## src/rx_ctl_regs.svh

```systemverilog
// Purpose: Constants of the receiver control path: offsets, fields, counts.
// Assumes: pclk stands in for the crystal oscillator.
// Notes:   Included by its bare name; definitions only.
`ifndef RX_CTL_REGS_SVH
`define RX_CTL_REGS_SVH

// ----------------------------------------------------------------------
// Register offsets (byte addresses)
// ----------------------------------------------------------------------
`define CTRL_OFS        12'h000
`define STATUS_OFS      12'h004
`define EDGE_OFS        12'h008

// ----------------------------------------------------------------------
// Field positions and reset values
// ----------------------------------------------------------------------
`define CTRL_GAP_LSB    0
`define CTRL_GAP_MSB    7
`define CTRL_RESET      8'h01
`define ST_MODE_LSB     0
`define ST_RANGE_LSB    2
`define ST_DATA_BIT     4
`define ST_NEMPTY_BIT   5
`define ST_OVF_BIT      6
`define EDGE_VALID_BIT  31
`define DATA_IDLE       1'b1

// ----------------------------------------------------------------------
// Timing: divider factors and settle times in base ticks (rounded up)
// ----------------------------------------------------------------------
`define DIV_BAND0       4'd10
`define DIV_BAND1       4'd14
`define SETTLE_R0       10'd897
`define SETTLE_R1       10'd513
`define SETTLE_R2       10'd513
`define SETTLE_R3       10'd321
`define EXT_R0          4'd8
`define EXT_R1          4'd4
`define EXT_R2          4'd2
`define EXT_R3          4'd1
`define FIFO_DEPTH      8
`define REC_W           16

`endif

```

## src/rx_ctl_pkg.sv

```systemverilog
// Purpose: Types shared by the receiver control path.
// Assumes: Nothing beyond the constants header.
// Notes:   Holds types only; numbers live in the header.
package rx_ctl_pkg;

    // ------------------------------------------------------------------
    // Types
    // ------------------------------------------------------------------
    typedef enum logic [1:0] {
        st_sleep,
        st_settle,
        st_wait_fall,
        st_recv
    } mode_t;

    typedef logic [1:0]  rate_range_t;
    typedef logic [31:0] word_t;
    typedef logic [11:0] addr_t;

endpackage : rx_ctl_pkg

```

## src/rx_clock_enable_data_sync.sv

```systemverilog
// Purpose: Tick generation, mode sequencing and data resampling of an
//          ASK receiver, with an APB window and an edge record FIFO.
// Assumes: pclk is the oscillator; all pins are synchronous to pclk.
// Notes:   Edge records queue in an 8-deep FIFO read over APB.
//
// Design decisions made here: the APB interface to the registers and the register addresses.
`include "rx_ctl_regs.svh"

// ----------------------------------------------------------------------
// Edge record FIFO
// ----------------------------------------------------------------------
module edge_fifo #(
    parameter int WIDTH = 16,
    parameter int DEPTH = 8
) (
    input  wire logic             pclk,
    input  wire logic             presetn,
    input  wire logic             in_valid,
    output logic                  in_ready,
    input  wire logic [WIDTH-1:0] in_data,
    output logic                  out_valid,
    input  wire logic             out_ready,
    output logic      [WIDTH-1:0] out_data
);
    localparam int AW = $clog2(DEPTH);

    logic [WIDTH-1:0] mem [DEPTH];
    logic [AW-1:0]    wr_ptr_r;
    logic [AW-1:0]    rd_ptr_r;
    logic [AW:0]      count_r;
    logic             push;
    logic             pop;

    // Full and empty come straight from the occupancy count
    assign in_ready  = (count_r != (AW+1)'(DEPTH));
    assign out_valid = (count_r != '0);
    assign out_data  = mem[rd_ptr_r];
    assign push      = in_valid && in_ready;
    assign pop       = out_valid && out_ready;

    // Storage written only on an accepted push
    always_ff @(posedge pclk) begin
        if (push) begin
            mem[wr_ptr_r] <= in_data;
        end
    end

    // Pointers wrap naturally; depth is a power of two
    always_ff @(posedge pclk or negedge presetn) begin
        if (!presetn) begin
            wr_ptr_r <= '0;
            rd_ptr_r <= '0;
            count_r  <= '0;
        end else begin
            if (push) begin
                wr_ptr_r <= wr_ptr_r + 1'b1;
            end
            if (pop) begin
                rd_ptr_r <= rd_ptr_r + 1'b1;
            end
            count_r <= count_r + {{AW{1'b0}}, push} - {{AW{1'b0}}, pop};
        end
    end
endmodule : edge_fifo

// What this block does
// - One base tick drives all sequencing timing
// - Base tick period set by band divider
// - Divide by 10 or by 14
// - Rate pins decode; 11 maps to range 2
// - Extended tick is 8/4/2 base ticks; range 3's 1 is never selected
// - Enable low keeps device asleep, inputs ignored
// - Enable high starts range-dependent settling
// - Receive until enable falls, then sleep
// - Demod data reaches output only when receiving
// - Forwarding starts at a falling input edge
// - Input sampled on extended tick only
// - Output edge spacing whole extended ticks
// - Minimum output edge gap suppresses spikes
module rx_clock_enable_data_sync (
    input  wire logic                pclk,
    input  wire logic                presetn,
    input  wire logic                psel,
    input  wire logic                penable,
    input  wire logic                pwrite,
    input  wire rx_ctl_pkg::addr_t   paddr,
    input  wire rx_ctl_pkg::word_t   pwdata,
    output rx_ctl_pkg::word_t        prdata,
    output logic                     pready,
    output logic                     pslverr,
    input  wire logic                enable_pin,
    input  wire logic                band_select,
    input  wire logic                rate_sel_msb,
    input  wire logic                rate_sel_lsb,
    input  wire logic                demod_raw,
    output logic                     data_out
);
    import rx_ctl_pkg::*;

    // ------------------------------------------------------------------
    // Declarations
    // ------------------------------------------------------------------
    mode_t            mode_r;
    rate_range_t      rate_range;
    logic [3:0]       base_div_r;
    logic [3:0]       base_last;
    logic             base_tick_r;
    logic [3:0]       ext_cnt_r;
    logic [3:0]       ext_len;
    logic             ext_tick_r;
    logic [9:0]       settle_cnt_r;
    logic [9:0]       settle_len;
    logic             enable_d_r;
    logic             sample_r;
    logic             data_r;
    logic [7:0]       gap_r;
    logic [14:0]      gap_cnt_r;
    logic             pend_valid_r;
    logic [15:0]      pend_rec_r;
    logic             fifo_in_ready;
    logic             fifo_out_valid;
    logic [15:0]      fifo_out_data;
    logic             fifo_pop;
    logic             ovf_r;
    logic             edge_now;
    logic             fall_now;
    logic             apb_done;
    logic             apb_wr;
    logic             apb_rd;
    word_t            rd_val;
    logic             rd_err;

    assign data_out = data_r;

    // ------------------------------------------------------------------
    // Tick generation
    // ------------------------------------------------------------------
    // Rate pins to range; the pins cannot select the fastest range
    assign rate_range = rate_sel_msb ? 2'd2 : {1'b0, rate_sel_lsb};

    // Divider end value and extended length per range
    always_comb begin
        base_last = band_select ? (`DIV_BAND1 - 4'd1)
                                : (`DIV_BAND0 - 4'd1);
        case (rate_range)
            2'd0:    ext_len = `EXT_R0;
            2'd1:    ext_len = `EXT_R1;
            2'd2:    ext_len = `EXT_R2;
            default: ext_len = `EXT_R3;
        endcase
        case (rate_range)
            2'd0:    settle_len = `SETTLE_R0;
            2'd1:    settle_len = `SETTLE_R1;
            2'd2:    settle_len = `SETTLE_R2;
            default: settle_len = `SETTLE_R3;
        endcase
    end

    // Base tick free-runs even in sleep, like the oscillator itself
    always_ff @(posedge pclk or negedge presetn) begin
        if (!presetn) begin
            base_div_r  <= 4'h0;
            base_tick_r <= 1'b0;
        end else if (base_div_r >= base_last) begin
            base_div_r  <= 4'h0;
            base_tick_r <= 1'b1;
        end else begin
            base_div_r  <= base_div_r + 4'h1;
            base_tick_r <= 1'b0;
        end
    end

    // Extended tick counts base ticks; a range change applies to the period in progress
    always_ff @(posedge pclk or negedge presetn) begin
        if (!presetn) begin
            ext_cnt_r  <= 4'h0;
            ext_tick_r <= 1'b0;
        end else if (base_tick_r) begin
            if (ext_cnt_r >= ext_len - 4'd1) begin
                ext_cnt_r  <= 4'h0;
                ext_tick_r <= 1'b1;
            end else begin
                ext_cnt_r  <= ext_cnt_r + 4'h1;
                ext_tick_r <= 1'b0;
            end
        end else begin
            ext_tick_r <= 1'b0;
        end
    end

    // ------------------------------------------------------------------
    // Mode sequencing
    // ------------------------------------------------------------------
    // Settle count in base ticks, restarted by a rising enable
    always_ff @(posedge pclk or negedge presetn) begin
        if (!presetn) begin
            settle_cnt_r <= 10'h000;
            enable_d_r   <= 1'b0;
        end else begin
            enable_d_r <= enable_pin;
            if (!enable_pin || !enable_d_r) begin
                settle_cnt_r <= 10'h000;
            end else if (mode_r == st_settle && base_tick_r) begin
                settle_cnt_r <= settle_cnt_r + 10'h001;
            end
        end
    end

    // Enable low always wins and returns to sleep
    always_ff @(posedge pclk or negedge presetn) begin
        if (!presetn) begin
            mode_r <= st_sleep;
        end else if (!enable_pin) begin
            mode_r <= st_sleep;
        end else begin
            case (mode_r)
                st_sleep: begin
                    mode_r <= st_settle;
                end
                st_settle: begin
                    if (settle_cnt_r >= settle_len) begin
                        mode_r <= st_wait_fall;
                    end
                end
                st_wait_fall: begin
                    if (fall_now) begin
                        mode_r <= st_recv;
                    end
                end
                default: mode_r <= st_recv;
            endcase
        end
    end

    // ------------------------------------------------------------------
    // Data resampling and edge spacing
    // ------------------------------------------------------------------
    // Sample only on the extended tick; between ticks only sleep moves it, back to idle
    always_ff @(posedge pclk or negedge presetn) begin
        if (!presetn) begin
            sample_r <= `DATA_IDLE;
        end else if (mode_r == st_sleep) begin
            sample_r <= `DATA_IDLE;
        end else if (ext_tick_r) begin
            sample_r <= demod_raw;
        end
    end

    // A falling sample opens the stream; later edges need the gap
    assign fall_now = ext_tick_r && sample_r && !demod_raw;
    assign edge_now = ext_tick_r && (demod_raw != data_r)
                      && (gap_cnt_r >= {7'h00, gap_r});

    // Output idles until the first falling edge is seen
    always_ff @(posedge pclk or negedge presetn) begin
        if (!presetn) begin
            data_r    <= `DATA_IDLE;
            gap_cnt_r <= 15'h0000;
        end else if (mode_r == st_sleep || mode_r == st_settle) begin
            data_r    <= `DATA_IDLE;
            gap_cnt_r <= 15'h0000;
        end else if (mode_r == st_wait_fall) begin
            if (fall_now) begin
                data_r    <= 1'b0;
                gap_cnt_r <= 15'h0001;
            end
        end else if (edge_now) begin
            data_r    <= demod_raw;
            gap_cnt_r <= 15'h0001;
        end else if (ext_tick_r && gap_cnt_r != 15'h7fff) begin
            gap_cnt_r <= gap_cnt_r + 15'h0001;
        end
    end

    // ------------------------------------------------------------------
    // Edge records: level and spacing in extended ticks
    // ------------------------------------------------------------------
    // One record is held while the FIFO is full; a second one overwrites it
    always_ff @(posedge pclk or negedge presetn) begin
        if (!presetn) begin
            pend_valid_r <= 1'b0;
            pend_rec_r   <= 16'h0000;
        end else if (mode_r == st_recv && edge_now) begin
            pend_valid_r <= 1'b1;
            pend_rec_r   <= {demod_raw, gap_cnt_r};
        end else if (pend_valid_r && fifo_in_ready) begin
            pend_valid_r <= 1'b0;
        end
    end

    edge_fifo #(
        .WIDTH     (`REC_W),
        .DEPTH     (`FIFO_DEPTH)
    ) u_fifo (
        .pclk      (pclk),
        .presetn   (presetn),
        .in_valid  (pend_valid_r),
        .in_ready  (fifo_in_ready),
        .in_data   (pend_rec_r),
        .out_valid (fifo_out_valid),
        .out_ready (fifo_pop),
        .out_data  (fifo_out_data)
    );

    // ------------------------------------------------------------------
    // APB slave: one wait state, all answers registered
    // ------------------------------------------------------------------
    assign apb_done = psel && penable && pready;
    assign apb_wr   = apb_done && pwrite;
    assign apb_rd   = apb_done && !pwrite;
    assign fifo_pop = apb_rd && (paddr == `EDGE_OFS) && fifo_out_valid;

    // Read mux and decode error for unmapped words
    always_comb begin
        rd_val = 32'h0000_0000;
        rd_err = 1'b0;
        if (paddr == `CTRL_OFS) begin
            rd_val[`CTRL_GAP_MSB:`CTRL_GAP_LSB] = gap_r;
        end else if (paddr == `STATUS_OFS) begin
            rd_val[`ST_MODE_LSB +: 2]  = mode_r;
            rd_val[`ST_RANGE_LSB +: 2] = rate_range;
            rd_val[`ST_DATA_BIT]       = data_r;
            rd_val[`ST_NEMPTY_BIT]     = fifo_out_valid;
            rd_val[`ST_OVF_BIT]        = ovf_r;
        end else if (paddr == `EDGE_OFS) begin
            rd_val[`EDGE_VALID_BIT]    = fifo_out_valid;
            rd_val[15:0]               = fifo_out_data;
        end else begin
            rd_err = 1'b1;
        end
    end

    // Answer in the second access cycle, then drop pready
    always_ff @(posedge pclk or negedge presetn) begin
        if (!presetn) begin
            pready  <= 1'b0;
            prdata  <= 32'h0000_0000;
            pslverr <= 1'b0;
        end else if (psel && penable && !pready) begin
            pready  <= 1'b1;
            prdata  <= pwrite ? 32'h0000_0000 : rd_val;
            pslverr <= rd_err;
        end else begin
            pready  <= 1'b0;
            pslverr <= 1'b0;
        end
    end

    // Minimum gap in extended ticks; zero is raised to one
    always_ff @(posedge pclk or negedge presetn) begin
        if (!presetn) begin
            gap_r <= `CTRL_RESET;
        end else if (apb_wr && paddr == `CTRL_OFS) begin
            gap_r <= (pwdata[7:0] == 8'h00) ? 8'h01
                                            : pwdata[7:0];
        end
    end

    // Overflow is sticky; a new loss beats a clear in the same cycle
    always_ff @(posedge pclk or negedge presetn) begin
        if (!presetn) begin
            ovf_r <= 1'b0;
        end else if (mode_r == st_recv && edge_now && pend_valid_r
                     && !fifo_in_ready) begin
            ovf_r <= 1'b1;
        end else if (apb_wr && paddr == `STATUS_OFS
                     && pwdata[`ST_OVF_BIT]) begin
            ovf_r <= 1'b0;
        end
    end
endmodule : rx_clock_enable_data_sync

```

## config.mk

```make
export PLATFORM = sky130hd
export DESIGN_NAME = rx_clock_enable_data_sync
export DESIGN_NICKNAME = d
export VERILOG_FILES = /design/src/rx_ctl_pkg.sv /design/src/rx_clock_enable_data_sync.sv
export VERILOG_INCLUDE_DIRS = /design/src /design/src/src
export SDC_FILE = /design/constraint.sdc
export NUM_CORES = 1
export LEC_CHECK = 0
export ABC_CLOCK_PERIOD_IN_PS = 2850
export BUFFER_PORTS_ARGS = -buffer_cell sky130_fd_sc_hd__buf_2
export CAP_MARGIN = 20
export CORE_MARGIN = 2
export CORE_UTILIZATION = 50
export CTS_CLUSTER_DIAMETER = 120
export DETAILED_ROUTE_END_ITERATION = 8
export PLACE_DENSITY = 0.67
export REMOVE_ABC_BUFFERS = 1
export SLEW_MARGIN = 25
export SYNTH_ARGS = -nofsm -noshare
export SYNTH_HDL_FRONTEND = slang
export SYNTH_SLANG_ARGS = --single-unit
```

## constraint.sdc

```tcl
create_clock -name pclk -period 2.85 [get_ports pclk]
set_input_delay 0.1425 -clock pclk [delete_from_list [all_inputs] [get_ports pclk]]
set_output_delay 0.1425 -clock pclk [all_outputs]
set_load 0.03 [all_outputs]
```

==> metrics list, run 1 <==
* Setup crit end kind: flop
- Global Route Usage Sum: 19.4%
- Largest voltage drop on the vdd net: ~0.36 mV
- At the worst endpoint, the required time is 3260 ps.
* Startpoint kind of the worst setup timing path: flop
- Post-CTS timing repair inserted 0 buffers for setup.
- After the flow finishes, the layout carries non-filler instances totaling 1047.
- Placeable Area: 19300 µm²
* Final Max Slew Viols: 0
- Of all nets on the critical path, the largest fanout is 15.
- Summing all multi-input logic gate instances after layout gives 3280 µm².
- The largest individual stage delay along the critical path comes from the cell sky130_fd_sc_hd__dfrtp_4.
- STA puts the critical path data arrival time at ~3000 ps.
- Worst-Skew Late Latency: 530 ps
- Most common flop cell mapped by yosys: sky130_fd_sc_hd__edfxtp_1
- Entering global routing, the biggest net connects 81 pins.
- Of all cell types, the one taking the most synthesized area is sky130_fd_sc_hd__edfxtp_1.
- Summing all flip-flop and latch instances after layout gives just over 6000 µm².
- Pwr per Cell Area: 655 nW/µm²
- From bottom edge to top edge, the die measures 144 µm.
- Min Clock Period, post-route: 2590 ps
- Number of synthesized flops with an enable pin: 128
* Die area: 20600 µm²
- Clock tree synthesis inserted a total of 24 buffers.
- In the post-synthesis netlist, the biggest area contributors are sky130_fd_sc_hd__edfxtp_1, sky130_fd_sc_hd__dfrtp_1, sky130_fd_sc_hd__mux4_2.
- Nets: 851
- Count of boundary I/O pins: slightly below 90
- Routed via count divided by cell count: 5.57
* DRC Markers: 0
- The synthesized design devotes to its leading area cell type between 30% and 40% of total area.
- Detailed placement finished with a half-perimeter wire length of 13.2 mm.
- The clock drives approximately 220 sinks.
- Maximum clock rate: 386 MHz
- After synthesis, the share of flip-flops with an asynchronous set or reset is between 40% and 50%.
- Sum of negative setup slack: 0 ps
- Final period utilization: 91.0%
* Overflow after GRT: 0
- Maximum cell stage delay along the critical path: 600 ps
- The repair_antennas step left the layout with diodes totalling 0.
* Post-Syn Area per Cell: 14.6 µm²
- Row generation in the floorplan step produced 51 rows.
* Share of layout cells above drive strength 1: 21.9%
- The number of antenna violations at the first check in global routing came to 0.
- After detailed routing, the total wire length is 19.4 mm.
* Routed vias: 5829
- Pre-Repair DR Iteration Count: 4
- Cell-by-cell listing of the critical path: buf_4 -> mux4_2 -> mux2i_1 -> nand2_1 -> o21ai_0 -> o41ai_1 -> dlygate4sd3_1
* Synth Instances: 669
- After detailed routing, the average wire length per cell comes to 18.5 µm.
- Wire length of the first global-routing pass: about 31 mm
- CTS tree: built
* HP Class: input pin to flop
- The die is 144 µm wide.
* Max-cap violations: 0
- During synthesis, Yosys emitted a total of 0 warnings.
- Sequential fraction of the synthesis area: 63.9%
- The count of buffers added on input and output ports is 49.
- Counting the fill cells in the layout gives 1492.
- Setup repair after global routing left no endpoint under its margin.
- Worst clock skew: between 20 and 30 ps
- Post-synthesis sequential element count: 223
* Leakage: 4.55 nW
- Initial drt markers: 342
- Pin slew with the least headroom to its limit: 778 ps
- CTS H-tree depth: 1
- The detail route stage leaves a number of antenna-violating nets equal to 0.
- Measured against its own limit, the worst slew margin works out to 48.1%.
- Placer Congestion: 0.855
* Clock slew seen by the registers of the worst setup and hold paths: 60 ps
* Number of endpoints with negative hold slack in the final report: 0
- Including well taps, the total number of placed cells is 990.
* Critical path type: flop to flop
* Initial core utilization: 50.6%
* Layout Area Growth over Synthesis: 16.5%
- Setup violators final: 0
- Synthesis instantiated 62 different standard cells from the library.
- Master cell of the clock root buffer: sky130_fd_sc_hd__clkbuf_16
* Status: finished, final reports clean
- The number of global-route vias before repair was 5903.
- The synthesized netlist occupies a cell area of slightly below 10000 µm².
* Max clock buf depth: 3
metrics by stage:
| step | setup WS [ps] | util [%] | instance area [µm²] | total power, mW | hold WS [ps] |
|---|---|---|---|---|---|
| after floorplan | 187 | - | 9600 | 4.10 | -153 |
| after global placement | 323 | 53.9 | 10400 | 4.25 | 301 |
| after detailed placement | 212 | 53.9 | 10400 | 4.33 | 306 |
| after CTS | 72.1 | 58.9 | 11300 | 7.50 | 42.3 |
| after global routing | 71.7 | 58.9 | 11400 | 7.73 | 76.9 |
| final | 258 | 58.9 | 11400 | 7.44 | 52.5 |
worst paths after layout:
kind,from,to,slack [ps],depth (start not counted)
worst max-delay path,u_fifo.rd_ptr_r[0]$_DFFE_PN0P_,prdata[7]$_DFFE_PN0P_,260,7
worst min-delay path,rate_sel_msb,prdata[3]$_DFFE_PN0P_,50,3
worst max register to register,u_fifo.rd_ptr_r[0]$_DFFE_PN0P_,prdata[7]$_DFFE_PN0P_,260,7
worst min register to register,prdata[14]$_DFFE_PN0P_,prdata[14]$_DFFE_PN0P_,470,2
max in group asynchronous,presetn,data_out$_DFFE_PN1P_,1810,3
min in group asynchronous,presetn,prdata[12]$_DFFE_PN0P_,180,2
routing by layer:
metal  wire, µm  share of wire (%)  vias to the layer above  GRT usage, %
li1           -                  -                     2672             -
met1       8040                 41                     2990          25.1
met5          0                  0                        -             0
met4        450                2.3                        0          5.52
met3        853                4.4                       39          2.70
met2      10000                 52                      128          34.5
critical path: cells and delay by family, from the launching register on:
kind	cells	cell delay [ps]
flops	1	600
compound gates	2	170
simple gates	1	80
buf+inv	2	840
mux	2	780
timing repair:
item	4_1_cts	5_1_grt
endpoints found under the setup margin	0	1
endpoints found under the hold margin	93	0
gates resized for setup	0	2
hold buffers	13	0
cells in the final DEF (no fill, tap or decap), types with 5 or more instances in the layout:
cell                            instances
sky130_fd_sc_hd__clkbuf_16             24
sky130_fd_sc_hd__nor2b_1                6
sky130_fd_sc_hd__mux2i_1               17
sky130_fd_sc_hd__buf_2                 48
sky130_fd_sc_hd__a221oi_1               7
sky130_fd_sc_hd__o21ai_1                5
sky130_fd_sc_hd__nand3_1               26
sky130_fd_sc_hd__dlygate4sd3_1         13
sky130_fd_sc_hd__mux2_1                23
sky130_fd_sc_hd__mux4_2                32
sky130_fd_sc_hd__dfrtp_1               90
sky130_fd_sc_hd__nand2b_1               8
sky130_fd_sc_hd__xnor2_1                6
sky130_fd_sc_hd__clkinv_2               7
sky130_fd_sc_hd__conb_1                18
sky130_fd_sc_hd__nand4_1                9
sky130_fd_sc_hd__buf_4                 27
sky130_fd_sc_hd__o31ai_1                9
sky130_fd_sc_hd__nor2_1                38
sky130_fd_sc_hd__ha_1                  32
sky130_fd_sc_hd__o21ai_0               27
sky130_fd_sc_hd__xor2_1                11
sky130_fd_sc_hd__edfxtp_1             128
sky130_fd_sc_hd__nand2_1               43
sky130_fd_sc_hd__a21o_1                 5
sky130_fd_sc_hd__a21oi_1               14
sky130_fd_sc_hd__and3_1                 5
sky130_fd_sc_hd__inv_1                 27
Yosys cell counts, types with 11 or more instances:
| library cell | n |
|---|---|
| sky130_fd_sc_hd__buf_4 | 15 |
| sky130_fd_sc_hd__edfxtp_1 | 128 |
| sky130_fd_sc_hd__mux4_2 | 32 |
| sky130_fd_sc_hd__clkbuf_1 | 11 |
| sky130_fd_sc_hd__dfrtp_1 | 92 |
| sky130_fd_sc_hd__ha_1 | 32 |
| sky130_fd_sc_hd__nand2_1 | 43 |
| sky130_fd_sc_hd__xor2_1 | 11 |
| sky130_fd_sc_hd__mux2_1 | 23 |
| sky130_fd_sc_hd__nand3_1 | 26 |
| sky130_fd_sc_hd__o21ai_0 | 27 |
| sky130_fd_sc_hd__a21oi_1 | 14 |
| sky130_fd_sc_hd__inv_1 | 27 |
| sky130_fd_sc_hd__mux2i_1 | 17 |
| sky130_fd_sc_hd__nor2_1 | 38 |
power by group:
group	switching [mW]	leakage, nW	internal [mW]
Combinational	0.364	1.67	0.251
Clock	1.26	0.404	1.92
Sequential	0.134	2.48	3.52
Total	1.75	4.55	5.69
cell type report:
class,instances,share of cell area (%)
Inverter,27,0.893
Clock buffer,25,5.32
Multi-Input combinational cell,399,28.9
Sequential cell,223,54.9
Timing Repair Buffer,89,5.15
Clock inverter,19,1.94
Tap cell,265,2.92
registers in the layout (all words and copies together) (netlist names), 3 cells and up:
register         count
base_div_r           4
ext_cnt_r            4
gap_cnt_r           15
gap_r                8
pend_rec_r          16
prdata              17
settle_cnt_r        10
u_fifo.count_r       4
u_fifo.mem         128
u_fifo.rd_ptr_r      3
u_fifo.wr_ptr_r      3
logic make-up (layout without fill, tap and decap cells):
logic type | count (synthesis) | count (layout) | synth area share, %
XOR/XNOR | 17 | 17 | 1.53
AO/OA/AOI/OAI | 86 | 86 | 5.98
multiplexers | 74 | 74 | 12.0
other | 2 | 18 | 0.0771
buffers and inverters | 63 | 160 | 3.20
AND/OR/NAND/NOR | 171 | 171 | 9.01
flip-flops | 223 | 223 | 63.9
adder cells (fa/ha/maj) | 33 | 33 | 4.31
No activity file was read; power rests on OpenSTA's default activity.
==> run 2: changes to the inputs <==
Settings changed: CORE_UTILIZATION 50 to 40, PLACE_DENSITY 0.67 to unset, PLACE_DENSITY_LB_ADDON set to 0.05.
==> run 2 against run 1 <==
Count of clock-buffer cells in the layout rose by 3. Via count down 1.1%. Final cell count increased by 5.2%. Hold slack gained 77 ps. Sequential share of layout area rose by 0.052 points. Largest power group unchanged. Register-to-register slack better by 150 ps.
==> metrics list, run 2 (synthesis results as in run 1) <==
- Status: finished, final reports clean
* DRC Markers: 0 (unchanged)
- The largest registers in the layout are u_fifo.mem (128), prdata (17), pend_rec_r (16).
- The total grt overflow came to 0 (unchanged).
* CTS tree: built
- The number of top-level design ports is 89 (unchanged).
* Total chip power: 7.22 mW (-2.9%)
- Maximum clock rate: 410 MHz (+6.3%)
- Largest voltage drop on the vdd net: 0.502 mV (+40%)
* Most common cell after layout, fill and taps aside: sky130_fd_sc_hd__edfxtp_1
- The post-CTS setup-driven buffer insertion count is 0 (unchanged).
- The largest net degree at the start of global routing is 60 (-26%).
- The number of violations of the max-capacitance limit was 0 (unchanged).
- Die Wd: 160 µm (+11%)
- Initial drt markers: 316 (-7.6%)
- Worst-Skew Late Latency: 510 ps (-20 ps)
* Placer Congestion: 0.802 (-6.3%)
- Global Route Usage Sum: 17.2% (-2.2 points)
- Internal Power: 5.50 mW (-3.3%)
- Sum of negative setup slack: 0 ps (unchanged)
* Top register by number of flip-flops: u_fifo.mem
* Min Clock Period, post-route: 2440 ps (-154 ps)
* Worst endpoint required time: 3260 ps (about the same)
* Cell count after placement: 1043 (+5.4%)
- The detailed placer's ending HPWL was 14.1 mm (+6.3%).
* Routed via count divided by cell count: 5.24 (-5.9%)
* Pwr per Cell Area: 637 nW/µm² (-2.8%)
- The highest net fanout along the worst path was 7 (-8).
* Slew headroom: 51.2% (+3.0 points)
* Post-route antenna net violation count: 0 (unchanged)
- The first-pass GRT wire length came to 34.1 mm (+11%).
* Routed vias: 5765 (-1.1%)
* Leakage: 4.51 nW (-0.89%)
- The clock input transition at the sequential cells of the worst setup and hold paths came to 60 ps (about the same).
- Final period utilization: 85.6% (-5.4 points)
- STA classifies the critical path endpoint as a flop.
- The number of endpoints failing setup at the final stage was 0 (unchanged).
- The vertical die dimension was 160 µm (+11%).
* Net switching component of the power: 1.72 mW (-1.7%)
- Compared with the post-synthesis result, the final layout area differs by 16.3%.
- The average routed wire per standard cell came to 19.4 µm (+5.1%).
- Startpoint kind of the worst setup timing path: flop
- Worst clock skew: 17.2 ps (-8.50 ps)
* Final non-filler cell area: 11300 µm² (-0.15%)
- Number of global-route vias before repair: 6124 (+3.7%)
* Number of buffers created by CTS: 25 (+4.2%)
- Total Routed Length: 21.4 mm (+10%)
- PostCTS Resize Cnt: 0 (unchanged)
- Number of endpoints with negative hold slack in the final report: 0 (unchanged)
* Pre-Repair DR Iteration Count: 4 (unchanged)
- The count of antenna diodes in the layout came to 0 (unchanged).
- The worst hold path belongs to the class input pin to flop.
* Count of buffers from port buffering: 49 (unchanged)
- Combinational group share of total power: 8.3% (about the same)
* Die area: 25600 µm² (+24%)
* Switching portion of total power: 23.9% (+0.29 points)
* Final Max Slew Viols: 0 (unchanged)
- Num Clock Sinks: 223 (unchanged)
- The net count reported at finish came to 846 (-0.59%).
- Number of flip-flops in the largest register: 128 (unchanged)
* Top library cells by usage in the layout, fill and taps aside: sky130_fd_sc_hd__edfxtp_1, sky130_fd_sc_hd__dfrtp_1, sky130_fd_sc_hd__buf_2, sky130_fd_sc_hd__nand2_1, sky130_fd_sc_hd__nor2_1
* Master cell of the clock root buffer: sky130_fd_sc_hd__clkbuf_16
* Finished Layout Cells: 1101 (+5.2%)
- The proportion of layout cells with a drive suffix above 1 is 20.8% (-1.0 points).
* Antenna violations before repair: 0 (unchanged)
- The worst endpoint data arrival time was 2850 ps (-150 ps).
- Placed Instance Area: 10400 µm² (+0.52%)
* Pin slew with the least headroom to its limit: 733 ps (-45.1 ps)
- Part of the power in registers: 50.5% (+1.4 points)
- The number of placement rows is 57 (+12%).
* Placeable Area: 24100 µm² (+25%)
- Setup repair after global routing left no endpoint under its margin.
- Number of inserted filler cells in the final layout: 2203 (+48%)
* CTS H-tree depth: 1 (unchanged)
- The number of buffers on the longest clock path came to 3 (unchanged).
- Clock network power share: 41.1% (-1.6 points)
- Critical path type: flop to flop
- Initial core utilization: 40.4% (-10 points)
- Number of hold-repair buffers added at the cts stage: 13 (unchanged)
## run 2: cell count changes in the layout (fill, tap and decap cells not counted), moves of 2 or more
cell	previous run	this run
sky130_fd_sc_hd__bufinv_16	4	1
sky130_fd_sc_hd__clkinv_1	2	5
sky130_fd_sc_hd__buf_4	27	20
sky130_fd_sc_hd__buf_12	0	2
sky130_fd_sc_hd__clkinv_2	7	11
sky130_fd_sc_hd__clkinvlp_4	2	0
sky130_fd_sc_hd__clkinv_4	2	0
sky130_fd_sc_hd__clkbuf_8	0	2
## run 2: layer usage
metal	track usage (%)	share of wire, %
met1	23.8	46
met2	29.4	48
met3	2.36	3.3
met4	3.60	1.9
met5	0	0
## run 2: layout make-up
cell class	count	area, µm²	share of cell area, %
clock buffers	28	657	5.80
clock inverters	17	104	0.916
flip-flops and latches	223	6230	54.9
well taps	324	405	3.58
inverters	27	101	0.894
repair buffers	83	561	4.95
multi-input cells	399	3280	28.9
## run 2: path summary, 6_finish.rpt
check,from,end,cells after the start,slack (ps)
max,gap_r[7]$_DFFE_PN0P_,gap_cnt_r[11]$_DFFE_PN0P_,8,410
min,psel,ovf_r$_DFFE_PN0P_,5,130
max reg2reg,gap_r[7]$_DFFE_PN0P_,gap_cnt_r[11]$_DFFE_PN0P_,8,410
min reg2reg,prdata[13]$_DFFE_PN0P_,prdata[13]$_DFFE_PN0P_,2,470
max in group asynchronous,presetn,sample_r$_DFFE_PN1P_,3,1910
min in group asynchronous,presetn,prdata[11]$_DFFE_PN0P_,2,150
## run 2: power by group through the flow
stage                     Clock [mW]  Combinational, mW  Sequential, mW
after global placement             0              0.572            3.71
after CTS                       3.05              0.619            3.65
after floorplan                    0              0.417            3.68
after global routing            3.18              0.710            3.67
after detailed placement           0              0.601            3.72
final                           2.97              0.603            3.65
## run 2: per-stage QoR
stage	utilization, %	setup WS (ps)	hold WS (ps)
4_1_cts	47.0	411	101
3_5_place_dp	43.3	298	159
3_3_place_gp	43.3	365	146
5_1_grt	47.0	268	161
2_1_floorplan	-	187	-153
6_report	47.0	412	130
## run 2: worst max-delay path, cell delays in order (launching register included)
cell                       delay (ps)
sky130_fd_sc_hd__dfrtp_1          410
sky130_fd_sc_hd__inv_1             80
sky130_fd_sc_hd__ha_1             190
sky130_fd_sc_hd__or4_4            440
sky130_fd_sc_hd__o311ai_4         390
sky130_fd_sc_hd__nand3_2          130
sky130_fd_sc_hd__o21a_1           230
sky130_fd_sc_hd__or2_1            290
sky130_fd_sc_hd__o32ai_2          190
